File: config.mk
export PLATFORM = sky130hd
export DESIGN_NAME = wake_source_level_status
export DESIGN_NICKNAME = d
export VERILOG_FILES = /design/src/pkg/wake_status_pkg.sv /design/src/pkg/flag_bank_if.sv /design/src/hdl/status_flag_bank.sv /design/src/hdl/live_level_sampler.sv /design/src/hdl/wake_source_level_status.sv
export VERILOG_INCLUDE_DIRS = /design/src /design/src/pkg
export SDC_FILE = /design/constraint.sdc
export NUM_CORES = 1
export LEC_CHECK = 0
export BUFFER_PORTS_ARGS = -buffer_cell sky130_fd_sc_hd__buf_4
export CAP_MARGIN = 40
export CORE_ASPECT_RATIO = 0.75
export CORE_MARGIN = 4
export CORE_UTILIZATION = 51
export DETAILED_ROUTE_END_ITERATION = 8
export PLACE_DENSITY = 0.81
export SYNTH_ARGS = -nofsm -noshare
export SYNTH_HDL_FRONTEND = slang
export SYNTH_SLANG_ARGS = --single-unit
File: constraint.sdc
create_clock -name CLK -period 3.35 [get_ports CLK]
set_clock_uncertainty 0.2 [all_clocks]
set_input_delay 0.8375 -clock CLK [delete_from_list [all_inputs] [get_ports CLK]]
set_output_delay 0.8375 -clock CLK [all_outputs]
set_load 0.005 [all_outputs]
File: src/pkg/wake_status_defines.svh
// Constants for the wake-source and live-level status registers.
// Assumes 8-bit registers at 7-bit serial register addresses.
// What this block does
// - First wake-source register at address 46h, cleared by power-on or soft reset.
// - On restart the first register keeps bits 7,5,4,0; others read zero.
// - Bit 7 of the first register latches an automatic regulator mode change.
// - Bit 5 latches bus 0 wake, bit 4 timer wake, bit 0 wake pin.
// - Reserved bits of all three registers always read zero.
// - Wake flags are also set on a wake out of fail-safe mode.
// - Live-level register at address 48h; bit 0 shows the wake pin level.
// - Soft reset zeroes live bits 5,3,2,1; restart zeroes only bits 2,1.
// - Live bit 7 shows development mode; then watchdog faults cause no reset.
// - Live bit 6 is the strapped interrupt pin level selecting fail-safe entry.
// - Live bit 5 mirrors the fail-output count select bit.
// - Live bit 4 shows the supply configuration pin level.
// - Live bit 3 is the unlatched battery undervoltage comparator output.
// - Second register at address 49h; bit 7 latches battery undervoltage.
// - Second register bits 2,1,0 latch wakes from bus channels 3,2,1.
// - Second register cleared by reset; restart keeps bits 7,2,1,0 only.
// - Latched flags stay set until a host clear, a soft reset or a power-on reset.
`ifndef WAKE_STATUS_DEFINES_SVH
`define WAKE_STATUS_DEFINES_SVH
`define WS_ADDR_A 7'h46
`define WS_ADDR_LVL 7'h48
`define WS_ADDR_B 7'h49
`define WS_ZERO 8'h00
`define WS_A_RC_MASK 8'hB1
`define WS_A_KEEP 8'hB1
`define WS_B_RC_MASK 8'h87
`define WS_B_KEEP 8'h87
`define WS_LVL_SOFT_ZERO 8'h2E
`define WS_LVL_RESTART_ZERO 8'h06
`define WS_A_MODE_BIT 7
`define WS_A_BUS0_BIT 5
`define WS_A_TIMER_BIT 4
`define WS_A_PIN_BIT 0
`define WS_B_UV_BIT 7
`define WS_B_BUS1_BIT 0
`define WS_LVL_DEV_BIT 7
`define WS_LVL_CFG1_BIT 6
`define WS_LVL_FAIL_OUTPUT_COUNT_SELECT_BIT 5
`define WS_LVL_SUPPLY_CONFIG_PIN_BIT 4
`define WS_LVL_UV_BIT 3
`define WS_LVL_WAKE_BIT 0
`endif

File: src/pkg/wake_status_pkg.sv
// Types shared by the status register bank.
// Assumes 8-bit registers and 7-bit register addresses.
package wake_status_pkg;
  typedef logic [7:0] reg8_t;
  typedef logic [6:0] addr_t;
  typedef enum logic [1:0] {ACC_NONE, ACC_READ, ACC_CLEAR, ACC_BOTH} access_t;
  typedef struct packed {
    reg8_t flags;
  } bank_state_t;
  typedef struct packed {
    logic strap_taken;
    reg8_t level;
  } level_state_t;
  typedef struct packed {
    reg8_t rd_data;
    logic rd_valid;
    logic rd_error;
    addr_t last_addr;
    logic wd_inhibit;
    logic failsafe_on_wd;
    logic fo_after_first;
  } top_state_t;
endpackage : wake_status_pkg

File: src/pkg/flag_bank_if.sv
// Carrier between the register front end and one latched flag bank.
// Assumes one clock; all strobes are single-cycle and synchronous.
`timescale 1ns/1ps
`default_nettype none
interface flag_bank_if;
  wake_status_pkg::reg8_t set;
  logic clear;
  logic restart;
  logic soft_reset;
  wake_status_pkg::reg8_t value;
  modport ctrl (output set, output clear, output restart, output soft_reset, input value);
  modport bank (input set, input clear, input restart, input soft_reset, output value);
endinterface : flag_bank_if
`default_nettype wire

File: src/hdl/status_flag_bank.sv
// One 8-bit register of sticky flags with host clear and restart retention.
// Assumes set, clear and reset strobes are synchronous to clk.
`timescale 1ns/1ps
`default_nettype none
`include "wake_status_defines.svh"
module status_flag_bank #(
  parameter logic [7:0] RC_MASK = `WS_A_RC_MASK,
  parameter logic [7:0] KEEP_MASK = `WS_A_KEEP
) (
  input wire logic clk,
  input wire logic rst_n,
  flag_bank_if.bank fb
);
  wake_status_pkg::bank_state_t st;
  wake_status_pkg::bank_state_t next_st;
  if ((KEEP_MASK & ~RC_MASK) != `WS_ZERO) begin : g_bad_mask
    $error("Restart may only keep latched flag bits");
  end
  always_comb begin
    next_st = st;
    if (fb.soft_reset) begin
      next_st.flags = `WS_ZERO;
    end else if (fb.restart) begin
      next_st.flags = st.flags & KEEP_MASK;
    end else if (fb.clear) begin
      next_st.flags = `WS_ZERO;
    end
    // Sets are or-ed in last so an event is never lost to any clear
    next_st.flags = (next_st.flags | fb.set) & RC_MASK;
  end
  always_ff @(posedge clk or negedge rst_n) begin
    if (!rst_n) begin
      st <= '0;
    end else begin
      st <= next_st;
    end
  end
  assign fb.value = st.flags;
endmodule : status_flag_bank
`default_nettype wire

File: src/hdl/live_level_sampler.sv
// Live-level register: registered copies of pins, comparator and config bits.
// Assumes inputs are synchronous; the interrupt pin is read as a strap.
`timescale 1ns/1ps
`default_nettype none
`include "wake_status_defines.svh"
module live_level_sampler (
  input wire logic clk,
  input wire logic rst_n,
  input wire logic soft_reset,
  input wire logic restart,
  input wire logic dev_mode,
  input wire logic interrupt_out_pin_pin,
  input wire logic fail_output_count_select_sel,
  input wire logic supply_config_pin_pin,
  input wire logic uv_live,
  input wire logic wake_pin,
  output var wake_status_pkg::reg8_t level
);
  wake_status_pkg::level_state_t st;
  wake_status_pkg::level_state_t next_st;
  always_comb begin
    next_st = st;
    next_st.strap_taken = 1'b1;
    next_st.level = `WS_ZERO;
    next_st.level[`WS_LVL_DEV_BIT] = dev_mode;
    // Strap is caught once after reset release and again on soft reset
    next_st.level[`WS_LVL_CFG1_BIT] = (!st.strap_taken || soft_reset)
                                      ? interrupt_out_pin_pin : st.level[`WS_LVL_CFG1_BIT];
    next_st.level[`WS_LVL_FAIL_OUTPUT_COUNT_SELECT_BIT] = fail_output_count_select_sel;
    next_st.level[`WS_LVL_SUPPLY_CONFIG_PIN_BIT] = supply_config_pin_pin;
    next_st.level[`WS_LVL_UV_BIT] = uv_live;
    next_st.level[`WS_LVL_WAKE_BIT] = wake_pin;
    if (soft_reset) begin
      next_st.level = next_st.level & ~`WS_LVL_SOFT_ZERO;
    end
    if (restart) begin
      next_st.level = next_st.level & ~`WS_LVL_RESTART_ZERO;
    end
  end
  always_ff @(posedge clk or negedge rst_n) begin
    if (!rst_n) begin
      st <= '0;
    end else begin
      st <= next_st;
    end
  end
  assign level = st.level;
endmodule : live_level_sampler
`default_nettype wire

File: src/hdl/wake_source_level_status.sv
// Wake-source and live-level status registers behind the serial register port.
// Assumes the serial frame logic delivers one-cycle read and clear strobes with
// a 7-bit register address, and that wake and mode events arrive as one-cycle
// pulses already qualified by the mode controller.
`timescale 1ns/1ps
`default_nettype none
`include "wake_status_defines.svh"
module wake_source_level_status (
  input wire logic CLK,
  input wire logic RST_N,
  input wire logic SOFT_RESET,
  input wire logic RESTART,
  input wire logic [6:0] REG_ADDR,
  input wire logic REG_READ,
  input wire logic REG_CLEAR,
  output logic [7:0] RD_DATA,
  output logic RD_VALID,
  output logic RD_ERROR,
  input wire logic REGULATOR_AUTO_MODE_CHANGE,
  input wire logic [3:0] BUS_WAKE,
  input wire logic CYCLIC_TIMER_WAKE,
  input wire logic WAKE_PIN_WAKE,
  input wire logic WAKE_INPUT_PIN,
  input wire logic BATTERY_SENSE_UV,
  input wire logic DEV_MODE,
  input wire logic INTERRUPT_OUT_PIN,
  input wire logic FAIL_OUTPUT_COUNT_SELECT,
  input wire logic SUPPLY_CONFIG_PIN,
  output logic WD_RESET_INHIBIT,
  output logic FAILSAFE_ON_WD_FAIL,
  output logic FAIL_OUTPUT_AFTER_FIRST
);

  wake_status_pkg::top_state_t st;
  wake_status_pkg::top_state_t next_st;
  wake_status_pkg::reg8_t live_level;
  wake_status_pkg::access_t access;
  wake_status_pkg::reg8_t set_a;
  wake_status_pkg::reg8_t set_b;

  flag_bank_if bank_a_if ();
  flag_bank_if bank_b_if ();

  // Address decode for the error flag, shared by the read and clear paths
  function automatic logic is_mapped(input wake_status_pkg::addr_t addr);
    is_mapped = (addr == `WS_ADDR_A) || (addr == `WS_ADDR_LVL) ||
                (addr == `WS_ADDR_B);
  endfunction : is_mapped

  function automatic wake_status_pkg::reg8_t read_mux(
    input wake_status_pkg::addr_t addr,
    input wake_status_pkg::reg8_t a,
    input wake_status_pkg::reg8_t lvl,
    input wake_status_pkg::reg8_t b
  );
    case (addr)
      `WS_ADDR_A: read_mux = a;
      `WS_ADDR_LVL: read_mux = lvl;
      `WS_ADDR_B: read_mux = b;
      default: read_mux = `WS_ZERO;
    endcase
  endfunction : read_mux

  // Event sources. No mode gating here: a wake out of fail-safe sets the
  // same flag as a wake out of a low-power mode.
  always_comb begin
    set_a = `WS_ZERO;
    set_a[`WS_A_MODE_BIT] = REGULATOR_AUTO_MODE_CHANGE;
    set_a[`WS_A_BUS0_BIT] = BUS_WAKE[0];
    set_a[`WS_A_TIMER_BIT] = CYCLIC_TIMER_WAKE;
    set_a[`WS_A_PIN_BIT] = WAKE_PIN_WAKE;
  end

  // Undervoltage latches from the registered comparator copy, so it stays
  // set while the condition persists even across a host clear.
  always_comb begin
    set_b = `WS_ZERO;
    set_b[`WS_B_UV_BIT] = live_level[`WS_LVL_UV_BIT];
    for (int i = 1; i < 4; i++) begin
      set_b[`WS_B_BUS1_BIT + i - 1] = BUS_WAKE[i];
    end
  end

  always_comb begin
    bank_a_if.set = set_a;
    bank_a_if.clear = REG_CLEAR && (REG_ADDR == `WS_ADDR_A);
    bank_a_if.restart = RESTART;
    bank_a_if.soft_reset = SOFT_RESET;
    bank_b_if.set = set_b;
    bank_b_if.clear = REG_CLEAR && (REG_ADDR == `WS_ADDR_B);
    bank_b_if.restart = RESTART;
    bank_b_if.soft_reset = SOFT_RESET;
  end

  status_flag_bank #(
    .RC_MASK(`WS_A_RC_MASK),
    .KEEP_MASK(`WS_A_KEEP)
  ) u_bank_a (
    .clk(CLK),
    .rst_n(RST_N),
    .fb(bank_a_if.bank)
  );

  status_flag_bank #(
    .RC_MASK(`WS_B_RC_MASK),
    .KEEP_MASK(`WS_B_KEEP)
  ) u_bank_b (
    .clk(CLK),
    .rst_n(RST_N),
    .fb(bank_b_if.bank)
  );

  live_level_sampler u_level (
    .clk(CLK),
    .rst_n(RST_N),
    .soft_reset(SOFT_RESET),
    .restart(RESTART),
    .dev_mode(DEV_MODE),
    .interrupt_out_pin_pin(INTERRUPT_OUT_PIN),
    .fail_output_count_select_sel(FAIL_OUTPUT_COUNT_SELECT),
    .supply_config_pin_pin(SUPPLY_CONFIG_PIN),
    .uv_live(BATTERY_SENSE_UV),
    .wake_pin(WAKE_INPUT_PIN),
    .level(live_level)
  );

  always_comb begin
    case ({REG_CLEAR, REG_READ})
      2'b01: access = wake_status_pkg::ACC_READ;
      2'b10: access = wake_status_pkg::ACC_CLEAR;
      2'b11: access = wake_status_pkg::ACC_BOTH;
      default: access = wake_status_pkg::ACC_NONE;
    endcase
  end

  // A read in the same cycle as a clear returns the value before the clear,
  // so read-and-clear in one frame never loses a flag to the host.
  always_comb begin
    next_st = st;
    next_st.rd_valid = 1'b0;
    next_st.rd_error = 1'b0;
    case (access)
      wake_status_pkg::ACC_READ,
      wake_status_pkg::ACC_BOTH: begin
        next_st.rd_valid = 1'b1;
        next_st.rd_error = !is_mapped(REG_ADDR);
        next_st.last_addr = REG_ADDR;
        next_st.rd_data = read_mux(REG_ADDR, bank_a_if.value, live_level,
                                   bank_b_if.value);
      end
      wake_status_pkg::ACC_CLEAR: begin
        // Clearing the live register is harmless and ignored
        next_st.rd_error = !is_mapped(REG_ADDR);
      end
      default: begin
        next_st.rd_valid = 1'b0;
      end
    endcase
    next_st.wd_inhibit = live_level[`WS_LVL_DEV_BIT];
    next_st.failsafe_on_wd = !live_level[`WS_LVL_CFG1_BIT];
    next_st.fo_after_first = live_level[`WS_LVL_FAIL_OUTPUT_COUNT_SELECT_BIT];
  end

  always_ff @(posedge CLK or negedge RST_N) begin
    if (!RST_N) begin
      st <= '0;
    end else begin
      st <= next_st;
    end
  end

  assign RD_DATA = st.rd_data;
  assign RD_VALID = st.rd_valid;
  assign RD_ERROR = st.rd_error;
  assign WD_RESET_INHIBIT = st.wd_inhibit;
  assign FAILSAFE_ON_WD_FAIL = st.failsafe_on_wd;
  assign FAIL_OUTPUT_AFTER_FIRST = st.fo_after_first;
endmodule : wake_source_level_status
`default_nettype wire

==> results.toml, run 1 <==
[run_status]
status = "complete, no violations"

[yosys]
synth.area.top_cells = "dfrtp_1 (65%), a21o_1 (5.6%), inv_1 (4.2%)"
yosysSeqAreaShare_pct = 65.0
postSynthCellCount = 90
syn_area_sq_um = 1080
ys_warn_count = 0
ys_seq_elements = 28
synth_nets = 116
synth_area_leader_cell = "dfrtp_1"
avgSynthCellArea_sq_um = 12.0
yosysUniqueCellTypes = 25
synthDominantCellAreaShare_pct = 65.0

[hold_path]
hold_class = "flop to flop"
worstHoldPathCells = 0

[floorplanning]
ios = 39
die_w_microns = 61.1
start_util_pct = 53.5
rows = 14
die_h_microns = 47.8
core_sq_um = 2010
die-area_sq_um = 2920

[detailed_routing]
drc_errors = 0
vias = 812
first_pass_iters = 4
drt.antenna.violating_nets = 0
drt-initial-drc-count = 29
wl_microns = 2100
viasPerCell = 5.31
wl_per_cell_microns = 13.7

[timing]
hold_violations = 0
maxSlewViolCount = 0
clock.fmax_mhz = 499
fin_hold_ws_ns = 0.193
setup_viol = 0
fin_setup_tns_ns = 0
fin_crit_ns = 2.00
rsz0062_at_grt = "false"
fin_crit_sh_pct = 59.8

[clock_tree]
post_cts_buffers = 0
clockBufferDepth = 2
cts_sinks = 28
ctsRootBufferMaster = "clkbuf_4"
cts_tree = "done"
cts_hold_buf = 0
clkLatencyLatePin_ns = 0.32
ctsResizeCount = 0
cts_buffers = 3
htreeDepth = 1
cts.clk_slew.worst_paths_ns = 0.13

[final_layout]
layout-drive-gt1-share_pct = 38.8
fin_nets = 157
antenna_cells = 0
syn_to_final_growth_pct = 30.6
fin_area_sq_um = 1410

[place]
post-dp-hpwl_microns = 1670
gp_congestion = 0.765
placed_area_sq_um = 1390
numPortBuffers = 38

[critical_path]
required_ns = 3.37
end_kind = "flop"
path_class = "input pin to flop"
cp_data_arrival_time_ns = 2.03
start_kind = "input pin"
path_max_fanout = 5
reg2reg_depth = 3

[pwr]
power_frac_seq_pct = 65.1
p_comb_share_pct = 11.2
power_density_nw_per_um2 = 392
p_switching_uw = 123
p_clk_share_pct = 23.7
peakVddDrop_mv = 0.405
switching_share_pct = 22.3
internal-power_uw = 430
p_leak_nw = 0.676

[global_routing]
grt_use_total_pct = 15.8
grt_max_degree = 29
grt_pass1_vias = 795
grt_overflow = 0
antenna_found_initial = 0
grt_pass1_wl_microns = 3280

[flow_run]
maxCapViolations = 0
-- power groups by stage --
stage / clock network (mW) / registers, mW / logic (mW)
6_report: 0.131 / 0.360 / 0.0621
5_1_grt: 0.151 / 0.362 / 0.0689
4_1_cts: 0.137 / 0.360 / 0.0631
3_5_place_dp: 0 / 0.367 / 0.0630
3_3_place_gp: 0 / 0.366 / 0.0612
2_1_floorplan: 0 / 0.365 / 0.0210
-- final cells by class --
class                   instances  area, sq um
repair buffers                 38          285
flip-flops and latches         28          701
well taps                      24         30.0
inverters                      12         45.0
fillers                       158          606
clock buffers                   3         22.5
multi-input cells              48          325
-- flip-flops by register name, indices dropped and copies added (netlist names), 4 cells and up --
| register | flops |
|---|---|
| u_level.level | 6 |
| RD_DATA | 8 |
| u_bank_a.fb.value | 4 |
| u_bank_b.fb.value | 4 |
-- per-stage QoR --
| step | util [%] | setup WS [ns] | power (mW) | instances |
|---|---|---|---|---|
| floorplan | - | 1.22 | 0.386 | 90 |
| global placement | 68.8 | 1.00 | 0.427 | 150 |
| detailed placement | 68.8 | 1.00 | 0.430 | 150 |
| CTS | 69.9 | 1.35 | 0.560 | 153 |
| global route | 69.9 | 1.29 | 0.581 | 153 |
| finish | 69.9 | 1.35 | 0.553 | 153 |
-- logic make-up after synthesis --
logic type             Yosys count  synth area share [%]
and+or+nand+nor                 20                  12.3
muxes                            1                  1.04
DFF                             28                  65.0
AOI/OAI and AO/OA               26                  16.5
buffers and inverters           14                  4.87
other                            1                 0.348
-- cell usage in the layout, fill, tap and decap left out --
cell,instances
buf_4,38
dfrtp_1,28
inv_1,12
a21o_1,8
o22ai_1,7
o21ai_0,4
nor2_1,3
nand2_1,3
a22oi_1,3
clkbuf_4,3
nor2b_1,2
nor2_4,2
or3b_2,2
nand3_1,2
and2b_2,1
or4b_4,1
nand3b_1,1
a21oi_2,1
a31oi_1,1
nor3_1,1
nand4_1,1
mux2_2,1
nor2_2,1
a32oi_1,1
o31ai_1,1
conb_1,1
-- layer usage --
metal	share of wire [%]	up-vias	GRT usage, %
li1	-	391	-
met3	7.7	4	5.12
met4	0.90	0	3.90
met1	42	390	18.6
met2	49	27	28.5
met5	0	-	0
-- worst max-delay path, cell delays in order --
cell,delay [ns]
buf_4,0.11
or3b_2,0.54
nor2_4,0.16
a31oi_1,0.17
a21o_1,0.21
-- cell usage after synthesis --
cell	count
o21ai_0	4
inv_1	12
a22oi_1	3
a21oi_2	1
nor3_1	1
nand3_1	2
nor2_4	2
nand2_1	3
o31ai_1	1
nand3b_1	1
or4b_4	1
or3b_2	2
nor2_1	3
o22ai_1	7
clkbuf_1	2
nor2b_1	2
dfrtp_1	28
nor2_2	1
a31oi_1	1
and2b_2	1
a21o_1	8
conb_1	1
nand4_1	1
mux2_2	1
a32oi_1	1
-- path summary, 6_finish.rpt --
check	start	end	slack (ns)
setup / recovery	REG_ADDR[1]	u_bank_b.fb.value[0]$_DFF_PN0_	1.35
hold / removal	u_level.level[7]$_DFF_PN0_	WD_RESET_INHIBIT$_DFF_PN0_	0.19
setup reg to reg	u_bank_b.fb.value[0]$_DFF_PN0_	RD_DATA[0]$_DFFE_PN0P_	2.11
hold reg to reg	u_level.level[7]$_DFF_PN0_	WD_RESET_INHIBIT$_DFF_PN0_	0.19
max in group asynchronous	RST_N	RD_DATA[5]$_DFFE_PN0P_	2.49
min in group asynchronous	RST_N	RD_DATA[6]$_DFFE_PN0P_	0.20
(Power assumes the default switching activity.)
==> inputs of run 2 (changes only) <==
Settings changed: CORE_UTILIZATION 51 to 43, PLACE_DENSITY 0.81 to 0.73.
Clock period 3.35 ns to 1.8 ns, I/O delays scaled along.
==> run 2 against run 1 <==
Against the previous run: sequential share of layout area shrank 3.5 points; flip-flop and latch count is the same; utilization shrank 5.4 points; via count grew 0.25%; cell count grew 12%; combinational power grew 100%; clock power grew to 3.1 times the previous value; critical path depth is the same; non-clock buffer count grew 7; die area grew 16%; critical path type unchanged.
==> results.toml, run 2 (synthesis results as in run 1) <==
[run_status]
status = "complete, no violations"

[clock_tree]
clockBufferDepth = 2
cts_tree = "done"
ctsResizeCount = 0
clkLatencyLatePin_ns = 0.33
cts.clk_slew.worst_paths_ns = 0.15
htreeDepth = 1
cts_sinks = 28
ctsRootBufferMaster = "clkbuf_4"
cts_buffers = 3

[detailed_routing]
vias = 814
wl_per_cell_microns = 13.1
drt.antenna.violating_nets = 0
first_pass_iters = 4
viasPerCell = 4.76
drt-initial-drc-count = 14
drc_errors = 0
wl_microns = 2250

[pwr]
p_total_mw = 1.20
power_density_nw_per_um2 = 795
peakVddDrop_mv = 0.611
p_leak_nw = 0.722

[flow_run]
maxCapViolations = 0

[timing]
rsz0062_at_grt = "false"
fin_setup_tns_ns = 0
fin_crit_sh_pct = 87.9
clock.fmax_mhz = 632
fin_hold_ws_ns = 0.0884
hold_violations = 0
maxSlewViolCount = 0
setup_viol = 0
fin_crit_ns = 1.58

[place]
dp_cells = 163
numPortBuffers = 38
post-dp-hpwl_microns = 1720
gp_congestion = 0.761

[final_layout]
final_cells = 171
antenna_cells = 0
final_cell_mix = "buf_4 (41), dfrtp_1 (28), inv_1 (12)"
fin_nets = 164
n_fill_cell = 196
largest_reg_flops = 8
final_util_pct = 64.5
layout_commonest_cell = "buf_4"
layout-drive-gt1-share_pct = 39.4
syn_to_final_growth_pct = 40.4

[critical_path]
cp_data_arrival_time_ns = 1.62
required_ns = 1.84
crit_path_top_delay_cell = "or4b_4"
crit_chain = "buf_4 > or4b_4 > nor2_4 > a21oi_2 > a21o_1"
crit_path_max_incr_delay_ns = 0.56
path_max_fanout = 5
end_kind = "flop"
start_kind = "input pin"
path_class = "input pin to flop"
regToRegSetupSlack_ns = 0.58
worst-path-buf-inv = 1
path_delay_family = "simple AND/OR/NAND/NOR gates"

[global_routing]
grt_use_total_pct = 15.2
grt_overflow = 0
grt_max_degree = 29
grt_pass1_vias = 845
antenna_found_initial = 0
grt_pass1_wl_microns = 3860

[hold_path]
hold_class = "input pin to flop"

[floorplanning]
die_w_microns = 65.8
start_util_pct = 46.0
die-area_sq_um = 3380
die_h_microns = 51.4
ios = 39
rows = 15
core_sq_um = 2350
==> run 2: what timing repair did <==
item                                    in CTS  in global routing
setup buffers                                0                  0
endpoints found under the hold margin       28                  3
hold buffers                                 1                  3
endpoints found under the setup margin       0                  0
==> run 2: metal layers <==
metal | vias up | GRT usage (%) | share of wire (%) | wire, microns
met1 | 391 | 19.3 | 44 | 989
met5 | - | 0 | 0 | 0
met2 | 22 | 24.6 | 49 | 1100
li1 | 399 | - | - | -
met3 | 2 | 5.05 | 5.7 | 129
met4 | 0 | 4.14 | 1.1 | 25
==> run 2: final timing paths <==
kind,start,end,cells past startpoint
worst max-delay path,REG_ADDR[0],u_bank_a.fb.value[4]$_DFF_PN0_,5
worst min-delay path,WAKE_PIN_WAKE,u_bank_a.fb.value[0]$_DFF_PN0_,2
worst max register to register,u_bank_b.fb.value[0]$_DFF_PN0_,RD_DATA[0]$_DFFE_PN0P_,3
worst min register to register,u_level.level[7]$_DFF_PN0_,WD_RESET_INHIBIT$_DFF_PN0_,0
max in group asynchronous,RST_N,FAILSAFE_ON_WD_FAIL$_DFF_PN0_,2
min in group asynchronous,RST_N,u_bank_a.fb.value[4]$_DFF_PN0_,2
==> run 2: report_power, final <==
group	leakage [nW]	internal (mW)	switching [mW]
logic	0.353	0.0718	0.0541
registers	0.342	0.657	0.0130
clock network	0.0279	0.225	0.182
total	0.722	0.954	0.249
==> run 2: worst register-to-register path: cells and delay by family (launching register included) <==
family	cells	cell delay [ns]
flip-flops	1	0.41
AO/OA/AOI/OAI	2	0.24
multiplexers	1	0.27
==> run 2: area by class of cell <==
type,count,area (sq um),share of cell area [%]
Sequential cell,28,701,46.3
Timing Repair Buffer,45,348,23.0
Multi-Input combinational cell,48,325,21.5
Inverter,12,45.0,2.98
Tap cell,34,42.5,2.81
Clock inverter,1,30.0,1.98
Clock buffer,3,22.5,1.49
==> run 2: through the flow <==
stage	area [sq um]	worst slack (ns)
4_1_cts	1480	0.213
3_3_place_gp	1420	-0.122
2_1_floorplan	1080	0.0566
3_5_place_dp	1420	-0.131
5_1_grt	1510	0.147
6_report	1510	0.218
==> inputs of run 3 (changes only) <==
Settings changed: CORE_UTILIZATION 43 to 48, PLACE_DENSITY 0.73 to 0.75, SYNTH_HIERARCHICAL from default to 1.
==> run 3 against run 2 <==
Against the previous run: clock power grew 19%; largest power group unchanged; critical path type unchanged; clock-buffer cell count did not move; synthesized cell count rose by 54%; die area up 29%.
==> results.toml, run 3 <==
[pwr]
p_total_mw = 1.33
p_leak_nw = 0.862
peakVddDrop_mv = 0.358
power_density_nw_per_um2 = 677

[critical_path]
worst_path_most_repeated_cell = "buf_4"
cp_data_arrival_time_ns = 1.48
r2r-start = "u_level/level[7]$_DFF_PN0_"
crit_path_max_incr_delay_ns = 0.27
end_kind = "flop"
path_class = "input pin to flop"
reg2reg_depth = 3
worst-path-buf-inv = 2
path_max_fanout = 4
required_ns = 1.77
regToRegSetupSlack_ns = 0.57
start_kind = "input pin"
crit_chain = "buf_4 > nor3b_2 > buf_4 > and4_1 > nand2b_4 > a31o_1"
r2r_end = "RD_DATA[7]$_DFFE_PN0P_"
crit_path_top_delay_cell = "and4_1"
path_delay_family = "simple AND/OR/NAND/NOR gates"

[global_routing]
grt_max_degree = 29
grt_pass1_vias = 1180
grt_overflow = 0
grt_use_total_pct = 16.9
grt_pass1_wl_microns = 5700
antenna_found_initial = 0

[final_layout]
fin_nets = 201
syn_to_final_growth_pct = 21.4
final_cell_mix = "buf_4 (46), dfrtp_1 (28), conb_1 (11)"
fin_area_sq_um = 1960
n_fill_cell = 240
largest_reg_flops = 8
final_cells = 212
antenna_cells = 0
layout-drive-gt1-share_pct = 42.5
layout_commonest_cell = "buf_4"

[detailed_routing]
wl_microns = 3460
vias = 1146
drt-initial-drc-count = 85
drc_errors = 0
drt.antenna.violating_nets = 0
first_pass_iters = 4
viasPerCell = 5.41
wl_per_cell_microns = 16.3

[place]
post-dp-hpwl_microns = 2700
numPortBuffers = 38
dp_cells = 207
dp_slack_ns = 0.00198
placed_area_sq_um = 1880
gp_congestion = 0.884

[timing]
hold_violations = 0
fin_setup_tns_ns = 0
setup_viol = 0
fin_crit_sh_pct = 84.2
clock.fmax_mhz = 659
maxSlewViolCount = 0
setup_slack_ns = 0.284
fin_crit_ns = 1.52
rsz0062_at_grt = "false"

[yosys]
avgSynthCellArea_sq_um = 11.6
ys_warn_count = 6
syn_area_sq_um = 1620
postSynthCellCount = 139

[clock_tree]
ctsRootBufferMaster = "clkbuf_8"
cts_tree = "done"
clkLatencyLatePin_ns = 0.27
clockBufferDepth = 2
cts_hold_buf = 1
cts.clk_slew.worst_paths_ns = 0.09
post_cts_buffers = 0
cts_buffers = 3
cts_sinks = 28
ctsResizeCount = 0
htreeDepth = 1

[floorplanning]
ios = 39
core_sq_um = 3080
die-area_sq_um = 4370
start_util_pct = 52.5
die_w_microns = 75.0
rows = 17
die_h_microns = 58.3

[flow_run]
maxCapViolations = 0

[hold_path]
min_from = "DEV_MODE"
hold_class = "input pin to flop"
worstHoldPathCells = 1
holdPathEnd = "u_level/level[7]$_DFF_PN0_"

[run_status]
status = "complete, no violations"
-- run 3: changes by cell type in the layout (fill, tap and decap cells not counted), moves of 6 or more --
cell / delta
inv_1: -9
nor2b_1: +6
a41oi_1: +7
a31o_1: +8
and4b_1: +7
o22ai_1: -7
a22oi_2: +8
a21o_1: -8
conb_1: +10
-- run 3: metal layers --
metal / part of all wire [%] / global-route usage (%) / up-vias / wire, microns
met3: 8.0 / 4.68 / 2 / 276
met2: 46 / 25.8 / 39 / 1590
met1: 46 / 24.2 / 542 / 1590
met5: 0 / 0 / - / 0
met4: 0.35 / 2.54 / 0 / 12
li1: - / - / 563 / -
-- run 3: layout make-up --
class / instances / area (sq um) / area share, %
multi-input cells: 91 / 774 / 39.4
flip-flops and latches: 28 / 701 / 35.7
repair buffers: 47 / 355 / 18.1
well taps: 38 / 47.5 / 2.42
clock buffers: 3 / 41.3 / 2.10
clock inverters: 1 / 30.0 / 1.53
inverters: 4 / 15.0 / 0.764
-- run 3: power by group --
part | total [mW] | internal, mW | switching (mW)
registers | 0.672 | 0.656 | 0.0156
logic | 0.173 | 0.0926 | 0.0808
clock network | 0.484 | 0.297 | 0.186
-- run 3: how the worst max path moves through the flow --
stage                            from                        endpoint  slack [ns]  cells past startpoint
after floorplan           REG_ADDR[6]  u_bank_a/fb.value[0]$_DFF_PN0_        0.05                      5
after global placement    REG_ADDR[5]  u_bank_b/fb.value[1]$_DFF_PN0_        0.05                      6
after detailed placement  REG_ADDR[5]  u_bank_b/fb.value[1]$_DFF_PN0_       0.002                      6
after CTS                 REG_ADDR[5]  u_bank_b/fb.value[1]$_DFF_PN0_        0.29                      6
after global routing      REG_ADDR[5]          RD_DATA[1]$_DFFE_PN0P_        0.24                      5
final                     REG_ADDR[5]  u_bank_b/fb.value[2]$_DFF_PN0_        0.28                      6
-- run 3: metrics by stage --
stage / hold slack [ns] / util, %
after floorplan: -0.0456 / -
after global placement: 0.160 / 61.1
after detailed placement: 0.161 / 61.1
after CTS: 0.0715 / 63.7
after global routing: 0.0677 / 63.7
final: 0.0780 / 63.7
-- run 3: worst register-to-register path: stages, from the launching register on --
cell and delay (ns):
dfrtp_1 0.39, and4bb_2 0.22, o21ai_0 0.22, a22oi_2 0.07
